==> config.mk <==
export PLATFORM = sky130hd
export DESIGN_NAME = free_running_and_interval_timer
export DESIGN_NICKNAME = d
export VERILOG_FILES = /design/src/design/frit_pkg.sv /design/src/design/free_running_and_interval_timer.sv
export SDC_FILE = /design/constraint.sdc
export NUM_CORES = 1
export LEC_CHECK = 0
export BUFFER_PORTS_ARGS = -buffer_cell sky130_fd_sc_hd__clkbuf_2
export CORE_MARGIN = 5
export CORE_UTILIZATION = 54
export DETAILED_ROUTE_END_ITERATION = 10
export GPL_TIMING_DRIVEN = 0
export HOLD_SLACK_MARGIN = 0.02
export PLACE_DENSITY = 0.77
export SETUP_SLACK_MARGIN = 0.5
export SYNTH_ARGS = -nofsm -noshare
export SYNTH_HDL_FRONTEND = slang
export SYNTH_SLANG_ARGS = --single-unit
export TNS_END_PERCENT = 20
==> constraint.sdc <==
create_clock -name i_clk -period 1.8 [get_ports i_clk]
set_clock_uncertainty 0.2 [all_clocks]
set_input_delay 0.09 -clock i_clk [delete_from_list [all_inputs] [get_ports i_clk]]
set_output_delay 0.09 -clock i_clk [all_outputs]
set_load 0.02 [all_outputs]
==> src/design/frit_pkg.sv <==
// Package for the free-running and interval timer block.
// Assumes an 8-bit register port and a timer source pin of 4 or 6 MHz.
package frit_pkg;
   // Register offsets
   localparam logic [7:0] OFS_FREE_LOW = 8'h20;
   localparam logic [7:0] OFS_FREE_HIGH = 8'h21;
   localparam logic [7:0] OFS_IVL_CNT_LOW = 8'h26;
   localparam logic [7:0] OFS_IVL_CNT_HIGH = 8'h27;
   localparam logic [7:0] OFS_IVL_RLD_LOW = 8'h28;
   localparam logic [7:0] OFS_IVL_RLD_HIGH = 8'h29;
   localparam logic [7:0] OFS_POSTED_ONE = 8'hDB;
   localparam logic [7:0] OFS_POSTED_TWO = 8'hDC;
   localparam logic [7:0] OFS_IRQ_ENABLE = 8'hE0;
   localparam logic [7:0] OFS_IRQ_CLEAR = 8'hE1;
   localparam logic [7:0] OFS_IRQ_STATUS = 8'hE2;
   localparam logic [7:0] OFS_TIMER_CTRL = 8'hE3;
   // Field positions in posted flag registers
   localparam int BIT_POSTED_IVL = 6;
   localparam int BIT_POSTED_MS = 5;
   localparam int BIT_POSTED_WRAP = 1;
   // Field positions in enable, clear and status registers
   localparam int EV_IVL = 0;
   localparam int EV_MS = 1;
   localparam int EV_WRAP = 2;
   localparam int NUM_EV = 3;
   // Field positions in timer control register
   localparam int CTRL_SRC_6MHZ = 0;
   localparam int CTRL_RUN = 1;
   // Reset values
   localparam logic [7:0] RST_BYTE = 8'h00;
   localparam logic [1:0] RST_CTRL = 2'h2;
   // Source rates and periods
   localparam logic [2:0] SRC_4MHZ_TICKS_PER_US = 3'h4;
   localparam logic [2:0] SRC_6MHZ_TICKS_PER_US = 3'h6;
   localparam int MS_EVENT_TIME_US = 1024;
   localparam int US_TICK_TIME_US = 1;
   localparam logic [9:0] MS_EVENT_LAST_US = 10'(MS_EVENT_TIME_US / US_TICK_TIME_US - 1);
   localparam logic [15:0] FREE_MAX = 16'hFFFF;
   // Interrupt priorities and vectors
   localparam logic [4:0] PRIO_MS = 5'h0D;
   localparam logic [4:0] PRIO_IVL = 5'h0E;
   localparam logic [4:0] PRIO_WRAP = 5'h11;
   localparam logic [7:0] VEC_MS = 8'h34;
   localparam logic [7:0] VEC_IVL = 8'h38;
   localparam logic [7:0] VEC_WRAP = 8'h44;

   typedef struct packed {
      logic wr;
      logic rd;
      logic [7:0] addr;
      logic [7:0] wdata;
   } bus_req_s;

   typedef struct packed {
      logic valid;
      logic [4:0] prio;
      logic [7:0] vector;
   } irq_req_s;
endpackage

==> src/design/free_running_and_interval_timer.sv <==
// Timer block: 16-bit free-running counter, 1024 us event, 12-bit interval timer.
// Assumes the timer source arrives as a pin unrelated to i_clk, and a
// register master that never issues read and write together.

// How it works
// - Counting paced by separate source pin
// - 16-bit up counter on 4/6 MHz ticks
// - Low byte read latches high byte
// - Both bytes sampled at low read
// - High byte write loads both halves
// - Periodic event every 1024 microseconds
// - Wrap event on FFFF to zero
// - 12-bit interval value, low read latches
// - Interval high read: held nibble, zeros above
// - 12-bit reload, low then high write
// - Interval request priority 14, vector 38h
// - Wrap request priority 17, vector 44h
// - Posted flags readable, cleared writing zero
module free_running_and_interval_timer
   import frit_pkg::*;
(
   // Clock and reset
   input wire logic i_clk,
   input wire logic i_rstn,
   // Timer source pin
   input wire logic i_tmr_src,
   // Register port
   input wire bus_req_s i_bus,
   output logic [7:0] o_rdata,
   // Interrupt
   output logic o_irq,
   output irq_req_s o_irq_req
);
   logic src_meta_ff, src_sync_ff, src_last_ff;
   logic [2:0] us_div_ff;
   logic [9:0] us_cnt_ff;
   logic [15:0] free_cnt_ff;
   logic [7:0] free_hold_ff;
   logic [7:0] free_wlow_ff;
   logic [11:0] ivl_cnt_ff;
   logic [3:0] ivl_hold_ff;
   logic [11:0] ivl_rld_ff;
   logic [7:0] ivl_wlow_ff;
   logic [NUM_EV-1:0] flags_ff, en_ff;
   logic [1:0] ctrl_ff;
   logic [7:0] rdata_ff;
   irq_req_s irq_req_ff;

   // Strobe qualified by one register offset
   function automatic logic at_ofs(input logic stb, input logic [7:0] adr, ofs);
      return stb && adr == ofs;
   endfunction

   // Decode
   wire wr_free_low = at_ofs(i_bus.wr, i_bus.addr, OFS_FREE_LOW);
   wire wr_free_high = at_ofs(i_bus.wr, i_bus.addr, OFS_FREE_HIGH);
   wire rd_free_low = at_ofs(i_bus.rd, i_bus.addr, OFS_FREE_LOW);
   wire rd_free_high = at_ofs(i_bus.rd, i_bus.addr, OFS_FREE_HIGH);
   wire rd_ivl_low = at_ofs(i_bus.rd, i_bus.addr, OFS_IVL_CNT_LOW);
   wire wr_rld_low = at_ofs(i_bus.wr, i_bus.addr, OFS_IVL_RLD_LOW);
   wire wr_rld_high = at_ofs(i_bus.wr, i_bus.addr, OFS_IVL_RLD_HIGH);
   wire rd_rld_high = at_ofs(i_bus.rd, i_bus.addr, OFS_IVL_RLD_HIGH);
   wire wr_posted_one = at_ofs(i_bus.wr, i_bus.addr, OFS_POSTED_ONE);
   wire wr_posted_two = at_ofs(i_bus.wr, i_bus.addr, OFS_POSTED_TWO);
   wire rd_posted_one = at_ofs(i_bus.rd, i_bus.addr, OFS_POSTED_ONE);
   wire rd_posted_two = at_ofs(i_bus.rd, i_bus.addr, OFS_POSTED_TWO);
   wire rd_status = at_ofs(i_bus.rd, i_bus.addr, OFS_IRQ_STATUS);
   wire wr_enable = at_ofs(i_bus.wr, i_bus.addr, OFS_IRQ_ENABLE);
   wire wr_clear = at_ofs(i_bus.wr, i_bus.addr, OFS_IRQ_CLEAR);
   wire wr_ctrl = at_ofs(i_bus.wr, i_bus.addr, OFS_TIMER_CTRL);

   // Source edge and microsecond pacing
   wire src_tick = src_sync_ff && !src_last_ff && ctrl_ff[CTRL_RUN];
   wire [2:0] ticks_per_us = ctrl_ff[CTRL_SRC_6MHZ] ? SRC_6MHZ_TICKS_PER_US
                                                     : SRC_4MHZ_TICKS_PER_US;
   wire us_tick = src_tick && us_div_ff == ticks_per_us - 3'h1;
   wire ms_evt = us_tick && us_cnt_ff == MS_EVENT_LAST_US;
   wire wrap_evt = src_tick && !wr_free_high && free_cnt_ff == FREE_MAX;
   wire ivl_zero = ivl_cnt_ff == 12'h000;
   wire ivl_evt = us_tick && ivl_zero;

   // Events and clears, set wins over clear
   wire [NUM_EV-1:0] set_ev = {wrap_evt, ms_evt, ivl_evt};
   wire [NUM_EV-1:0] clr_posted = {
      wr_posted_two && !i_bus.wdata[BIT_POSTED_WRAP],
      wr_posted_one && !i_bus.wdata[BIT_POSTED_MS],
      wr_posted_one && !i_bus.wdata[BIT_POSTED_IVL]};
   wire [NUM_EV-1:0] clr_reg = wr_clear ? i_bus.wdata[NUM_EV-1:0] : '0;
   wire [NUM_EV-1:0] nxt_flags = set_ev | (flags_ff & ~(clr_posted | clr_reg));
   wire [NUM_EV-1:0] pend = flags_ff & en_ff;

   // Read mux
   logic [7:0] nxt_rdata;
   always_comb begin
      case (i_bus.addr)
         OFS_FREE_LOW: nxt_rdata = free_cnt_ff[7:0];
         OFS_FREE_HIGH: nxt_rdata = free_hold_ff;
         OFS_IVL_CNT_LOW: nxt_rdata = ivl_cnt_ff[7:0];
         OFS_IVL_CNT_HIGH: nxt_rdata = {4'h0, ivl_hold_ff};
         OFS_IVL_RLD_LOW: nxt_rdata = ivl_rld_ff[7:0];
         OFS_IVL_RLD_HIGH: nxt_rdata = {4'h0, ivl_rld_ff[11:8]};
         OFS_POSTED_ONE: nxt_rdata = (8'(flags_ff[EV_IVL]) << BIT_POSTED_IVL)
                                     | (8'(flags_ff[EV_MS]) << BIT_POSTED_MS);
         OFS_POSTED_TWO: nxt_rdata = 8'(flags_ff[EV_WRAP]) << BIT_POSTED_WRAP;
         OFS_IRQ_ENABLE: nxt_rdata = {5'h00, en_ff};
         OFS_IRQ_STATUS: nxt_rdata = {5'h00, flags_ff};
         OFS_TIMER_CTRL: nxt_rdata = {6'h00, ctrl_ff};
         default: nxt_rdata = RST_BYTE;
      endcase
      if (!i_bus.rd) begin
         nxt_rdata = RST_BYTE;
      end
   end

   // Highest priority pending source: 1 ms, then interval, then wrap
   irq_req_s nxt_irq_req;
   always_comb begin
      nxt_irq_req = '0;
      if (pend[EV_MS]) begin
         nxt_irq_req = '{valid: 1'b1, prio: PRIO_MS, vector: VEC_MS};
      end else if (pend[EV_IVL]) begin
         nxt_irq_req = '{valid: 1'b1, prio: PRIO_IVL, vector: VEC_IVL};
      end else if (pend[EV_WRAP]) begin
         nxt_irq_req = '{valid: 1'b1, prio: PRIO_WRAP, vector: VEC_WRAP};
      end
   end

   // Source synchroniser
   always_ff @(posedge i_clk) begin
      if (!i_rstn) begin
         src_meta_ff <= 1'b0;
         src_sync_ff <= 1'b0;
         src_last_ff <= 1'b0;
      end else begin
         src_meta_ff <= i_tmr_src;
         src_sync_ff <= src_meta_ff;
         src_last_ff <= src_sync_ff;
      end
   end

   // Microsecond divider and 1024 us counter
   always_ff @(posedge i_clk) begin
      if (!i_rstn) begin
         us_div_ff <= 3'h0;
         us_cnt_ff <= 10'h000;
      end else if (us_tick) begin
         us_div_ff <= 3'h0;
         us_cnt_ff <= us_cnt_ff + 10'h001;
      end else if (src_tick) begin
         us_div_ff <= us_div_ff + 3'h1;
      end
   end

   // Free-running counter with latched read and staged write
   always_ff @(posedge i_clk) begin
      if (!i_rstn) begin
         free_cnt_ff <= 16'h0000;
         free_hold_ff <= RST_BYTE;
         free_wlow_ff <= RST_BYTE;
      end else begin
         if (wr_free_high) begin
            free_cnt_ff <= {i_bus.wdata, free_wlow_ff};
         end else if (src_tick) begin
            free_cnt_ff <= free_cnt_ff + 16'h0001;
         end
         if (wr_free_low) begin
            free_wlow_ff <= i_bus.wdata;
         end
         if (rd_free_low) begin
            free_hold_ff <= free_cnt_ff[15:8];
         end
      end
   end

   // Interval timer, reload and latched read
   always_ff @(posedge i_clk) begin
      if (!i_rstn) begin
         ivl_cnt_ff <= 12'h000;
         ivl_hold_ff <= 4'h0;
         ivl_rld_ff <= 12'h000;
         ivl_wlow_ff <= RST_BYTE;
      end else begin
         if (us_tick) begin
            ivl_cnt_ff <= ivl_zero ? ivl_rld_ff : ivl_cnt_ff - 12'h001;
         end
         if (rd_ivl_low) begin
            ivl_hold_ff <= ivl_cnt_ff[11:8];
         end
         if (wr_rld_low) begin
            ivl_wlow_ff <= i_bus.wdata;
         end
         if (wr_rld_high) begin
            ivl_rld_ff <= {i_bus.wdata[3:0], ivl_wlow_ff};
         end
      end
   end

   // Control, flags, read data and interrupt request
   always_ff @(posedge i_clk) begin
      if (!i_rstn) begin
         flags_ff <= '0;
         en_ff <= '0;
         ctrl_ff <= RST_CTRL;
         rdata_ff <= RST_BYTE;
         irq_req_ff <= '0;
      end else begin
         flags_ff <= nxt_flags;
         if (wr_enable) begin
            en_ff <= i_bus.wdata[NUM_EV-1:0];
         end
         if (wr_ctrl) begin
            ctrl_ff <= i_bus.wdata[1:0];
         end
         rdata_ff <= nxt_rdata;
         irq_req_ff <= nxt_irq_req;
      end
   end

   assign o_rdata = rdata_ff;
   assign o_irq = irq_req_ff.valid;
   assign o_irq_req = irq_req_ff;

   // Checks
   a_tick_from_pin: assert property (@(posedge i_clk) disable iff (!i_rstn)
      src_tick |-> $past(src_meta_ff) && !src_last_ff)
      else $error("tick without synchronised source edge");
   a_free_counts_up: assert property (@(posedge i_clk) disable iff (!i_rstn)
      src_tick && !wr_free_high |=> free_cnt_ff == 16'($past(free_cnt_ff) + 16'h0001))
      else $error("free counter did not advance");
   a_low_read_latch: assert property (@(posedge i_clk) disable iff (!i_rstn)
      rd_free_low |=> free_hold_ff == $past(free_cnt_ff[15:8])
                      && o_rdata == $past(free_cnt_ff[7:0]))
      else $error("free counter read not atomic");
   a_high_write_load: assert property (@(posedge i_clk) disable iff (!i_rstn)
      wr_free_high |=> free_cnt_ff == {$past(i_bus.wdata), $past(free_wlow_ff)})
      else $error("free counter load wrong");
   a_ms_period_flag: assert property (@(posedge i_clk) disable iff (!i_rstn)
      us_tick && us_cnt_ff == 10'h3FF |=> flags_ff[EV_MS] && us_cnt_ff == 10'h000)
      else $error("1024 us event not posted");
   a_wrap_posts: assert property (@(posedge i_clk) disable iff (!i_rstn)
      src_tick && !wr_free_high && free_cnt_ff == 16'hFFFF
      |=> flags_ff[EV_WRAP] && free_cnt_ff == 16'h0000)
      else $error("wrap not posted");
   a_ivl_high_read: assert property (@(posedge i_clk) disable iff (!i_rstn)
      i_bus.rd && i_bus.addr == OFS_IVL_CNT_HIGH |=> o_rdata == {4'h0, $past(ivl_hold_ff)})
      else $error("interval high read wrong");
   a_ivl_reload: assert property (@(posedge i_clk) disable iff (!i_rstn)
      us_tick && ivl_zero |=> ivl_cnt_ff == $past(ivl_rld_ff) && flags_ff[EV_IVL])
      else $error("interval reload missed");
   a_rld_commit: assert property (@(posedge i_clk) disable iff (!i_rstn)
      wr_rld_high |=> ivl_rld_ff == {$past(i_bus.wdata[3:0]), $past(ivl_wlow_ff)})
      else $error("reload commit wrong");
   a_ivl_vector: assert property (@(posedge i_clk) disable iff (!i_rstn)
      o_irq_req.prio == 5'h0E |-> o_irq_req.vector == 8'h38 && o_irq_req.valid)
      else $error("interval vector wrong");
   a_wrap_vector: assert property (@(posedge i_clk) disable iff (!i_rstn)
      o_irq_req.prio == 5'h11 |-> o_irq_req.vector == 8'h44 && o_irq_req.valid)
      else $error("wrap vector wrong");
   a_ms_vector: assert property (@(posedge i_clk) disable iff (!i_rstn)
      pend[EV_MS] |=> o_irq_req.prio == 5'h0D && o_irq_req.vector == 8'h34)
      else $error("1 ms vector wrong");
   a_posted_clear: assert property (@(posedge i_clk) disable iff (!i_rstn)
      wr_posted_one && !i_bus.wdata[6] && !ivl_evt |=> !flags_ff[EV_IVL])
      else $error("posted flag not cleared");
   // Counting, latching and staging
   a_stopped_no_tick: assert property (@(posedge i_clk) disable iff (!i_rstn)
      !ctrl_ff[CTRL_RUN]
      |-> !src_tick)
      else $error("tick while stopped");
   a_free_holds: assert property (@(posedge i_clk) disable iff (!i_rstn)
      !src_tick && !wr_free_high
      |=> $stable(free_cnt_ff))
      else $error("free counter moved without tick");
   a_high_read_held: assert property (@(posedge i_clk) disable iff (!i_rstn)
      rd_free_high
      |=> o_rdata == $past(free_hold_ff))
      else $error("free high read not from hold");
   a_low_stage: assert property (@(posedge i_clk) disable iff (!i_rstn)
      wr_free_low
      |=> free_wlow_ff == $past(i_bus.wdata))
      else $error("free low byte not staged");
   a_us_restart: assert property (@(posedge i_clk) disable iff (!i_rstn)
      us_tick
      |=> us_div_ff == 3'h0)
      else $error("microsecond divider not restarted");
   a_ms_only_event: assert property (@(posedge i_clk) disable iff (!i_rstn)
      $rose(flags_ff[EV_MS])
      |-> $past(ms_evt))
      else $error("1 ms flag without event");
   a_wrap_only_max: assert property (@(posedge i_clk) disable iff (!i_rstn)
      $rose(flags_ff[EV_WRAP])
      |-> $past(wrap_evt))
      else $error("wrap flag without overflow");
   a_wrap_load_quiet: assert property (@(posedge i_clk) disable iff (!i_rstn)
      wr_free_high
      |=> !$rose(flags_ff[EV_WRAP]))
      else $error("wrap raised by a load");
   a_ivl_low_latch: assert property (@(posedge i_clk) disable iff (!i_rstn)
      rd_ivl_low
      |=> ivl_hold_ff == $past(ivl_cnt_ff[11:8])
          && o_rdata == $past(ivl_cnt_ff[7:0]))
      else $error("interval read not atomic");
   a_ivl_counts_down: assert property (@(posedge i_clk) disable iff (!i_rstn)
      us_tick && !ivl_zero
      |=> ivl_cnt_ff == 12'($past(ivl_cnt_ff) - 12'h001))
      else $error("interval did not count down");
   a_ivl_quiet: assert property (@(posedge i_clk) disable iff (!i_rstn)
      !us_tick
      |=> $stable(ivl_cnt_ff))
      else $error("interval moved between microseconds");
   a_ivl_only_zero: assert property (@(posedge i_clk) disable iff (!i_rstn)
      $rose(flags_ff[EV_IVL])
      |-> $past(ivl_evt))
      else $error("interval flag without expiry");
   a_rld_stage: assert property (@(posedge i_clk) disable iff (!i_rstn)
      wr_rld_low
      |=> ivl_wlow_ff == $past(i_bus.wdata) && $stable(ivl_rld_ff))
      else $error("reload low byte not staged");
   a_rld_read: assert property (@(posedge i_clk) disable iff (!i_rstn)
      rd_rld_high
      |=> o_rdata == {4'h0, $past(ivl_rld_ff[11:8])})
      else $error("reload high read wrong");
   // Flags, reads and interrupt line
   a_set_beats_clear: assert property (@(posedge i_clk) disable iff (!i_rstn)
      |set_ev
      |=> (flags_ff & $past(set_ev)) == $past(set_ev))
      else $error("event lost to a clear");
   a_ms_posted_clear: assert property (@(posedge i_clk) disable iff (!i_rstn)
      wr_posted_one && !i_bus.wdata[BIT_POSTED_MS] && !ms_evt
      |=> !flags_ff[EV_MS])
      else $error("1 ms flag not cleared");
   a_wrap_posted_clear: assert property (@(posedge i_clk) disable iff (!i_rstn)
      wr_posted_two && !i_bus.wdata[BIT_POSTED_WRAP] && !wrap_evt
      |=> !flags_ff[EV_WRAP])
      else $error("wrap flag not cleared");
   a_clear_reg: assert property (@(posedge i_clk) disable iff (!i_rstn)
      wr_clear && i_bus.wdata[EV_WRAP] && !wrap_evt
      |=> !flags_ff[EV_WRAP])
      else $error("clear register missed wrap");
   a_posted_read: assert property (@(posedge i_clk) disable iff (!i_rstn)
      rd_posted_one
      |=> o_rdata[BIT_POSTED_IVL] == $past(flags_ff[EV_IVL])
          && o_rdata[BIT_POSTED_MS] == $past(flags_ff[EV_MS]))
      else $error("posted flags one read wrong");
   a_posted_two_read: assert property (@(posedge i_clk) disable iff (!i_rstn)
      rd_posted_two
      |=> o_rdata == 8'($past(flags_ff[EV_WRAP])) << BIT_POSTED_WRAP)
      else $error("posted flags two read wrong");
   a_status_read: assert property (@(posedge i_clk) disable iff (!i_rstn)
      rd_status
      |=> o_rdata == {5'h00, $past(flags_ff)})
      else $error("status read wrong");
   a_irq_level: assert property (@(posedge i_clk) disable iff (!i_rstn)
      1'b1
      |-> o_irq == $past(|pend))
      else $error("interrupt line does not follow pending");
   a_rdata_idle: assert property (@(posedge i_clk) disable iff (!i_rstn)
      !i_bus.rd
      |=> o_rdata == 8'h00)
      else $error("read data outside read cycle");
   a_en_write: assert property (@(posedge i_clk) disable iff (!i_rstn)
      wr_enable
      |=> en_ff == $past(i_bus.wdata[NUM_EV-1:0]))
      else $error("enable write lost");
   c_wrap_seen: cover property (@(posedge i_clk) disable iff (!i_rstn) wrap_evt);
   c_ms_fire: cover property (@(posedge i_clk) disable iff (!i_rstn) ms_evt ##2 o_irq);
   c_ivl_fire: cover property (@(posedge i_clk) disable iff (!i_rstn) ivl_evt ##1 o_irq);
   c_atomic_read: cover property (@(posedge i_clk) disable iff (!i_rstn)
      rd_free_low ##[1:4] (i_bus.rd && i_bus.addr == OFS_FREE_HIGH));
   c_set_and_clear: cover property (@(posedge i_clk) disable iff (!i_rstn)
      ivl_evt && wr_posted_one);
endmodule // free_running_and_interval_timer

==> metrics.md <==
| Metric | Value |
|---|---|
| Leakage power summed over all cells | `roughly 0.0026 uW` |
| Max stage delay cell, worst path | `sky130_fd_sc_hd__dfxtp_2` |
| Async set or reset register ratio after synthesis | `0%` |
| Layout-stage area growth over the synthesis result | `37.3%` |
| Average size of a mapped cell | `8.58 um^2` |
| Chip Width | `between 100 and 150 um` |
| Length of routed wiring on met1 | `around 6.7 mm` |
| Drt total wl | `17.0 mm` |
| Pre-CTS worst setup slack | `-431 ps` |
| Count of flip-flops with a built-in enable after synthesis | `0` |
| Core region area | `~9200 um^2` |
| Highest layer used for signal routing | `met4` |
| GPL Wtd Cong | `just over 0.9` |
| Net Sw Frac | `a little over a quarter` |
| Final setup violation count | `2` |
| Register area share after synthesis | `41.6%` |
| Cells after Synth | `about 590` |
| Initial antenna violation count | `0` |
| Required time of the worst setup path | `about 1900 ps` |
| Slew @ Worst Pin | `840 ps` |
| Unrepaired setup endpoints after global routing | `yes` |
| Total global routing overflow | `0` |
| Initial DRT Pass Iterations | `6` |
| Via-to-Cell Ratio | `~6.5` |
| Total number of nets in the final design | `slightly above 700` |
| Global-route wire length before repair | `roughly 25 mm` |
| Clock net sink count | `105` |
| Critical setup path kind | `flip-flop to flip-flop` |
| Die ar. | `around 11,000 um^2` |
| Clock-pin slew reported for the worst setup and hold paths after clock tree synthesis | `around 110 ps` |
| Category of the worst setup path launch point | `flip-flop` |
| Site Rows | `35` |
| Antenna diode count | `0` |
| Worst Setup End Kind | `flip-flop` |
| Post-synthesis cell type with the largest combined area | `sky130_fd_sc_hd__dfxtp_1` |
| Min Hold Slack | `9.63 ps` |
| Remaining antenna violation count after routing | `0` |
| Post-route DRC | `0` |
| Max Root-Sink Buffers | `2` |
| Maximum resistive drop on vdd | `between 0.4 and 0.5 mV` |
| Hold violation total from the final report | `0` |
| Synth top area share | `between 40% and 50%` |
| Utilization after layout | `roughly three quarters` |
| Wire length on met3 | `between 1.5 and 2 mm` |
| Number of max-cap violations | `0` |
| Share of total power in combinational logic | `7.8%` |
| Maximum number of pins on one net before global-route repair | `18` |
| Count of yosys warnings during synthesis | `0` |
| Power Total | `4010 uW` |
| TritonCTS Buffers | `9` |
| Number of global-route vias before repair | `around 4,800` |
| Share of final-layout standard cells stronger than drive strength 1 | `around two fifths` |
| Via total after detailed routing | `5,220` |
| Switching power | `approximately 1100 uW` |
| Tmin final | `roughly 1800 ps` |
| Clock Tree Root | `sky130_fd_sc_hd__clkbuf_8` |
| Class of the worst hold path | `input port to flip-flop` |
| Netlist area before placement | `5050 um^2` |
| Met2 wire length | `around 7.8 mm` |
| Cell Pwr Density | `578 nW/um^2` |
| Yosys reg bits | `roughly 110` |
| Ordered list of cells on the worst path | `and3b_1 -> clkbuf_8 -> o211ai_1 -> clkbuf_8 -> buf_6 -> o311ai_4 -> o21ai_1` |
| Detail-routed net length per standard cell | `~21 um` |
| Critical Path Max Stage Delay | `350 ps` |
| Worst-skew pair later-pin latency | `370 ps` |
| Netlist cell types | `69` |
| R2R setup slack | `-10 ps` |
| Drt initial violations | `478` |
| DPL Wire Length | `approximately 11 mm` |
| Run status | `finished with violations` |
| Chip height | `107 um` |
| Worst max-slew margin expressed relative to the limit | `~44%` |
| CTS tree | `built` |
| Pins Over Slew Limit | `0` |
| Initial core utilization | `54.9%` |
| Count of filler cells inserted in the layout | `602` |
| Top cells by area in the synthesized netlist | `sky130_fd_sc_hd__dfxtp_1 42%, sky130_fd_sc_hd__mux2i_1 5.5%, sky130_fd_sc_hd__a21oi_1 5.0%` |
| Critical path's top delay family | `buffers and inverters` |
| Maximum achievable frequency | `between 500 and 600 MHz` |
| Final cycle utilization of the critical path | `101%` |
| Cell repeated most along the worst path | `sky130_fd_sc_hd__clkbuf_8` |
| CP max FO | `7` |
| Fin Setup TNS | `-21.0 ps` |
| Worst EP arrival | `1880 ps` |
| Portion of total power attributed to sequential cells | `between 50% and 60%` |
| Clk network pwr share | `between 30 and 40%` |
| I/O pin count | `44` |
| Int Pwr | `2940 uW` |
| FF+latch area | `around 2100 um^2` |
| Total area of multi-input combinational cells | `around 3400 um^2` |
| Worst Path Buf+Inv | `3` |
| Violations in the final reports | `setup timing` |
| Count of input and output buffers | `38` |
| H-tree depth | `3` |
| Worst Setup Slack, final | `-14.7 ps` |
| Predominant post-synthesis flop cell | `sky130_fd_sc_hd__dfxtp_1` |
| GRT Resource Usage Total | `between 20% and 30%` |
[Yosys cell counts (3+ instances only)]
library cell / n
sky130_fd_sc_hd__a211oi_2: 6
sky130_fd_sc_hd__dfxtp_1: 105
sky130_fd_sc_hd__a32o_1: 3
sky130_fd_sc_hd__buf_2: 9
sky130_fd_sc_hd__xor2_1: 7
sky130_fd_sc_hd__o21ai_1: 14
sky130_fd_sc_hd__mux2i_1: 28
sky130_fd_sc_hd__buf_4: 14
sky130_fd_sc_hd__o2bb2ai_1: 4
sky130_fd_sc_hd__o21ai_0: 9
sky130_fd_sc_hd__xnor2_1: 16
sky130_fd_sc_hd__a31oi_1: 7
sky130_fd_sc_hd__and3_1: 6
sky130_fd_sc_hd__nor2b_1: 4
sky130_fd_sc_hd__a211oi_1: 5
sky130_fd_sc_hd__nand2_1: 53
sky130_fd_sc_hd__nand2b_1: 5
sky130_fd_sc_hd__a22oi_1: 6
sky130_fd_sc_hd__nor3_1: 13
sky130_fd_sc_hd__ha_1: 5
sky130_fd_sc_hd__a21oi_1: 50
sky130_fd_sc_hd__nor4_1: 6
sky130_fd_sc_hd__a32oi_1: 4
sky130_fd_sc_hd__and2_1: 8
sky130_fd_sc_hd__nor2_1: 66
sky130_fd_sc_hd__nand4_1: 9
sky130_fd_sc_hd__o21a_1: 3
sky130_fd_sc_hd__and4_1: 3
sky130_fd_sc_hd__o211ai_1: 3
sky130_fd_sc_hd__inv_1: 6
sky130_fd_sc_hd__clkbuf_1: 17
sky130_fd_sc_hd__nand3_1: 48
[layout make-up]
type                       count  area share (%)
buffer                        44            5.57
clock buffer                  10            1.84
clock inverter                 6           0.595
inverter                       7           0.379
multi-input combinational    435            48.3
sequential                   105            30.9
tap                          111            2.00
timing repair buffer          88            10.4
[metal layers]
metal  vias to the layer above  global-route usage [%]
li1                       2322                       -
met1                      2498                    38.5
met2                       327                    44.8
met3                        73                    5.18
met4                         0                    10.1
met5                         -                       0
[worst register-to-register path, cell delays in order, from the launching register on]
cell                       delay (ps)
sky130_fd_sc_hd__dfxtp_2          350
sky130_fd_sc_hd__and3b_1          160
sky130_fd_sc_hd__clkbuf_8         140
sky130_fd_sc_hd__o211ai_1         150
sky130_fd_sc_hd__clkbuf_8         230
sky130_fd_sc_hd__buf_6            140
sky130_fd_sc_hd__o311ai_4         250
sky130_fd_sc_hd__o21ai_1          100
[state kept, by name (all words and copies together), names as in the netlist, 4 cells and up]
| name | flops |
|---|---|
| free_cnt_ff | 16 |
| free_hold_ff | 8 |
| free_wlow_ff | 8 |
| ivl_cnt_ff | 12 |
| ivl_hold_ff | 4 |
| ivl_rld_ff | 12 |
| ivl_wlow_ff | 8 |
| o_irq_req | 4 |
| o_rdata | 8 |
| us_cnt_ff | 10 |
[kinds of logic (layout without fill, tap and decap cells)]
logic type / count (synthesis) / count (layout) / share of synthesized area (%)
fa+ha+maj: 5 / 5 / 1.24
other cells: 1 / 3 / 0.0742
mux: 30 / 30 / 5.99
compound gates: 132 / 132 / 17.4
buf+inv: 51 / 155 / 5.35
flops: 105 / 105 / 41.6
simple gates: 242 / 242 / 24.3
xor+xnor: 23 / 23 / 3.99
[stage by stage]
stage	instance area [um^2]	cells
2_1_floorplan	5200	591
3_3_place_gp	5530	740
3_5_place_dp	5530	740
4_1_cts	6300	798
5_1_grt	6940	806
6_report	6940	806
[cell usage in the layout, fill, tap and decap left out, types with 5 or more instances in the layout]
cell type	netlist	final
sky130_fd_sc_hd__and2_1	8	8
sky130_fd_sc_hd__dlygate4sd3_1	0	12
sky130_fd_sc_hd__nor2_4	0	6
sky130_fd_sc_hd__a21oi_1	50	24
sky130_fd_sc_hd__nor2_1	66	58
sky130_fd_sc_hd__dfxtp_4	0	5
sky130_fd_sc_hd__nor3_4	1	5
sky130_fd_sc_hd__nand3_1	48	35
sky130_fd_sc_hd__a21oi_2	0	23
sky130_fd_sc_hd__nand3_4	0	8
sky130_fd_sc_hd__nor3_1	13	6
sky130_fd_sc_hd__a211oi_2	6	9
sky130_fd_sc_hd__nand2_2	2	12
sky130_fd_sc_hd__a22oi_1	6	6
sky130_fd_sc_hd__xor2_1	7	7
sky130_fd_sc_hd__o21ai_0	9	6
sky130_fd_sc_hd__dfxtp_2	0	17
sky130_fd_sc_hd__xnor2_1	16	16
sky130_fd_sc_hd__buf_12	0	5
sky130_fd_sc_hd__clkbuf_8	0	11
sky130_fd_sc_hd__a31oi_1	7	6
sky130_fd_sc_hd__clkbuf_2	0	39
sky130_fd_sc_hd__nand2_1	53	37
sky130_fd_sc_hd__buf_4	14	35
sky130_fd_sc_hd__dfxtp_1	105	83
sky130_fd_sc_hd__and3_1	6	5
sky130_fd_sc_hd__nand3_2	1	6
sky130_fd_sc_hd__buf_6	2	20
sky130_fd_sc_hd__mux2i_1	28	27
sky130_fd_sc_hd__nand4_1	9	9
sky130_fd_sc_hd__clkbuf_1	17	8
sky130_fd_sc_hd__o21ai_1	14	17
[final timing paths]
path / end / startpoint / depth (start not counted)
max: ivl_cnt_ff[6] / src_sync_ff / 7
min reg2reg: src_sync_ff / src_meta_ff / 1
max reg2reg: ivl_cnt_ff[6] / src_sync_ff / 7
min: o_rdata[4] / i_bus[8] / 4
[power groups by stage]
stage | combinational, uW | sequential, uW | clock, uW
floorplan | 128 | 2390 | 0
global route | 325 | 2330 | 1490
detailed placement | 223 | 2390 | 0
global placement | 221 | 2390 | 0
finish | 312 | 2330 | 1370
CTS | 258 | 2330 | 1360
[timing repair]
action,4_1_cts,5_1_grt
gates cloned,2,1
setup endpoints to repair,104,105
hold endpoints to repair,50,2
resized for setup,63,147
hold buffers,11,2
pin swaps,17,78
buffers inserted,29,5
(Power assumes the default switching activity.)
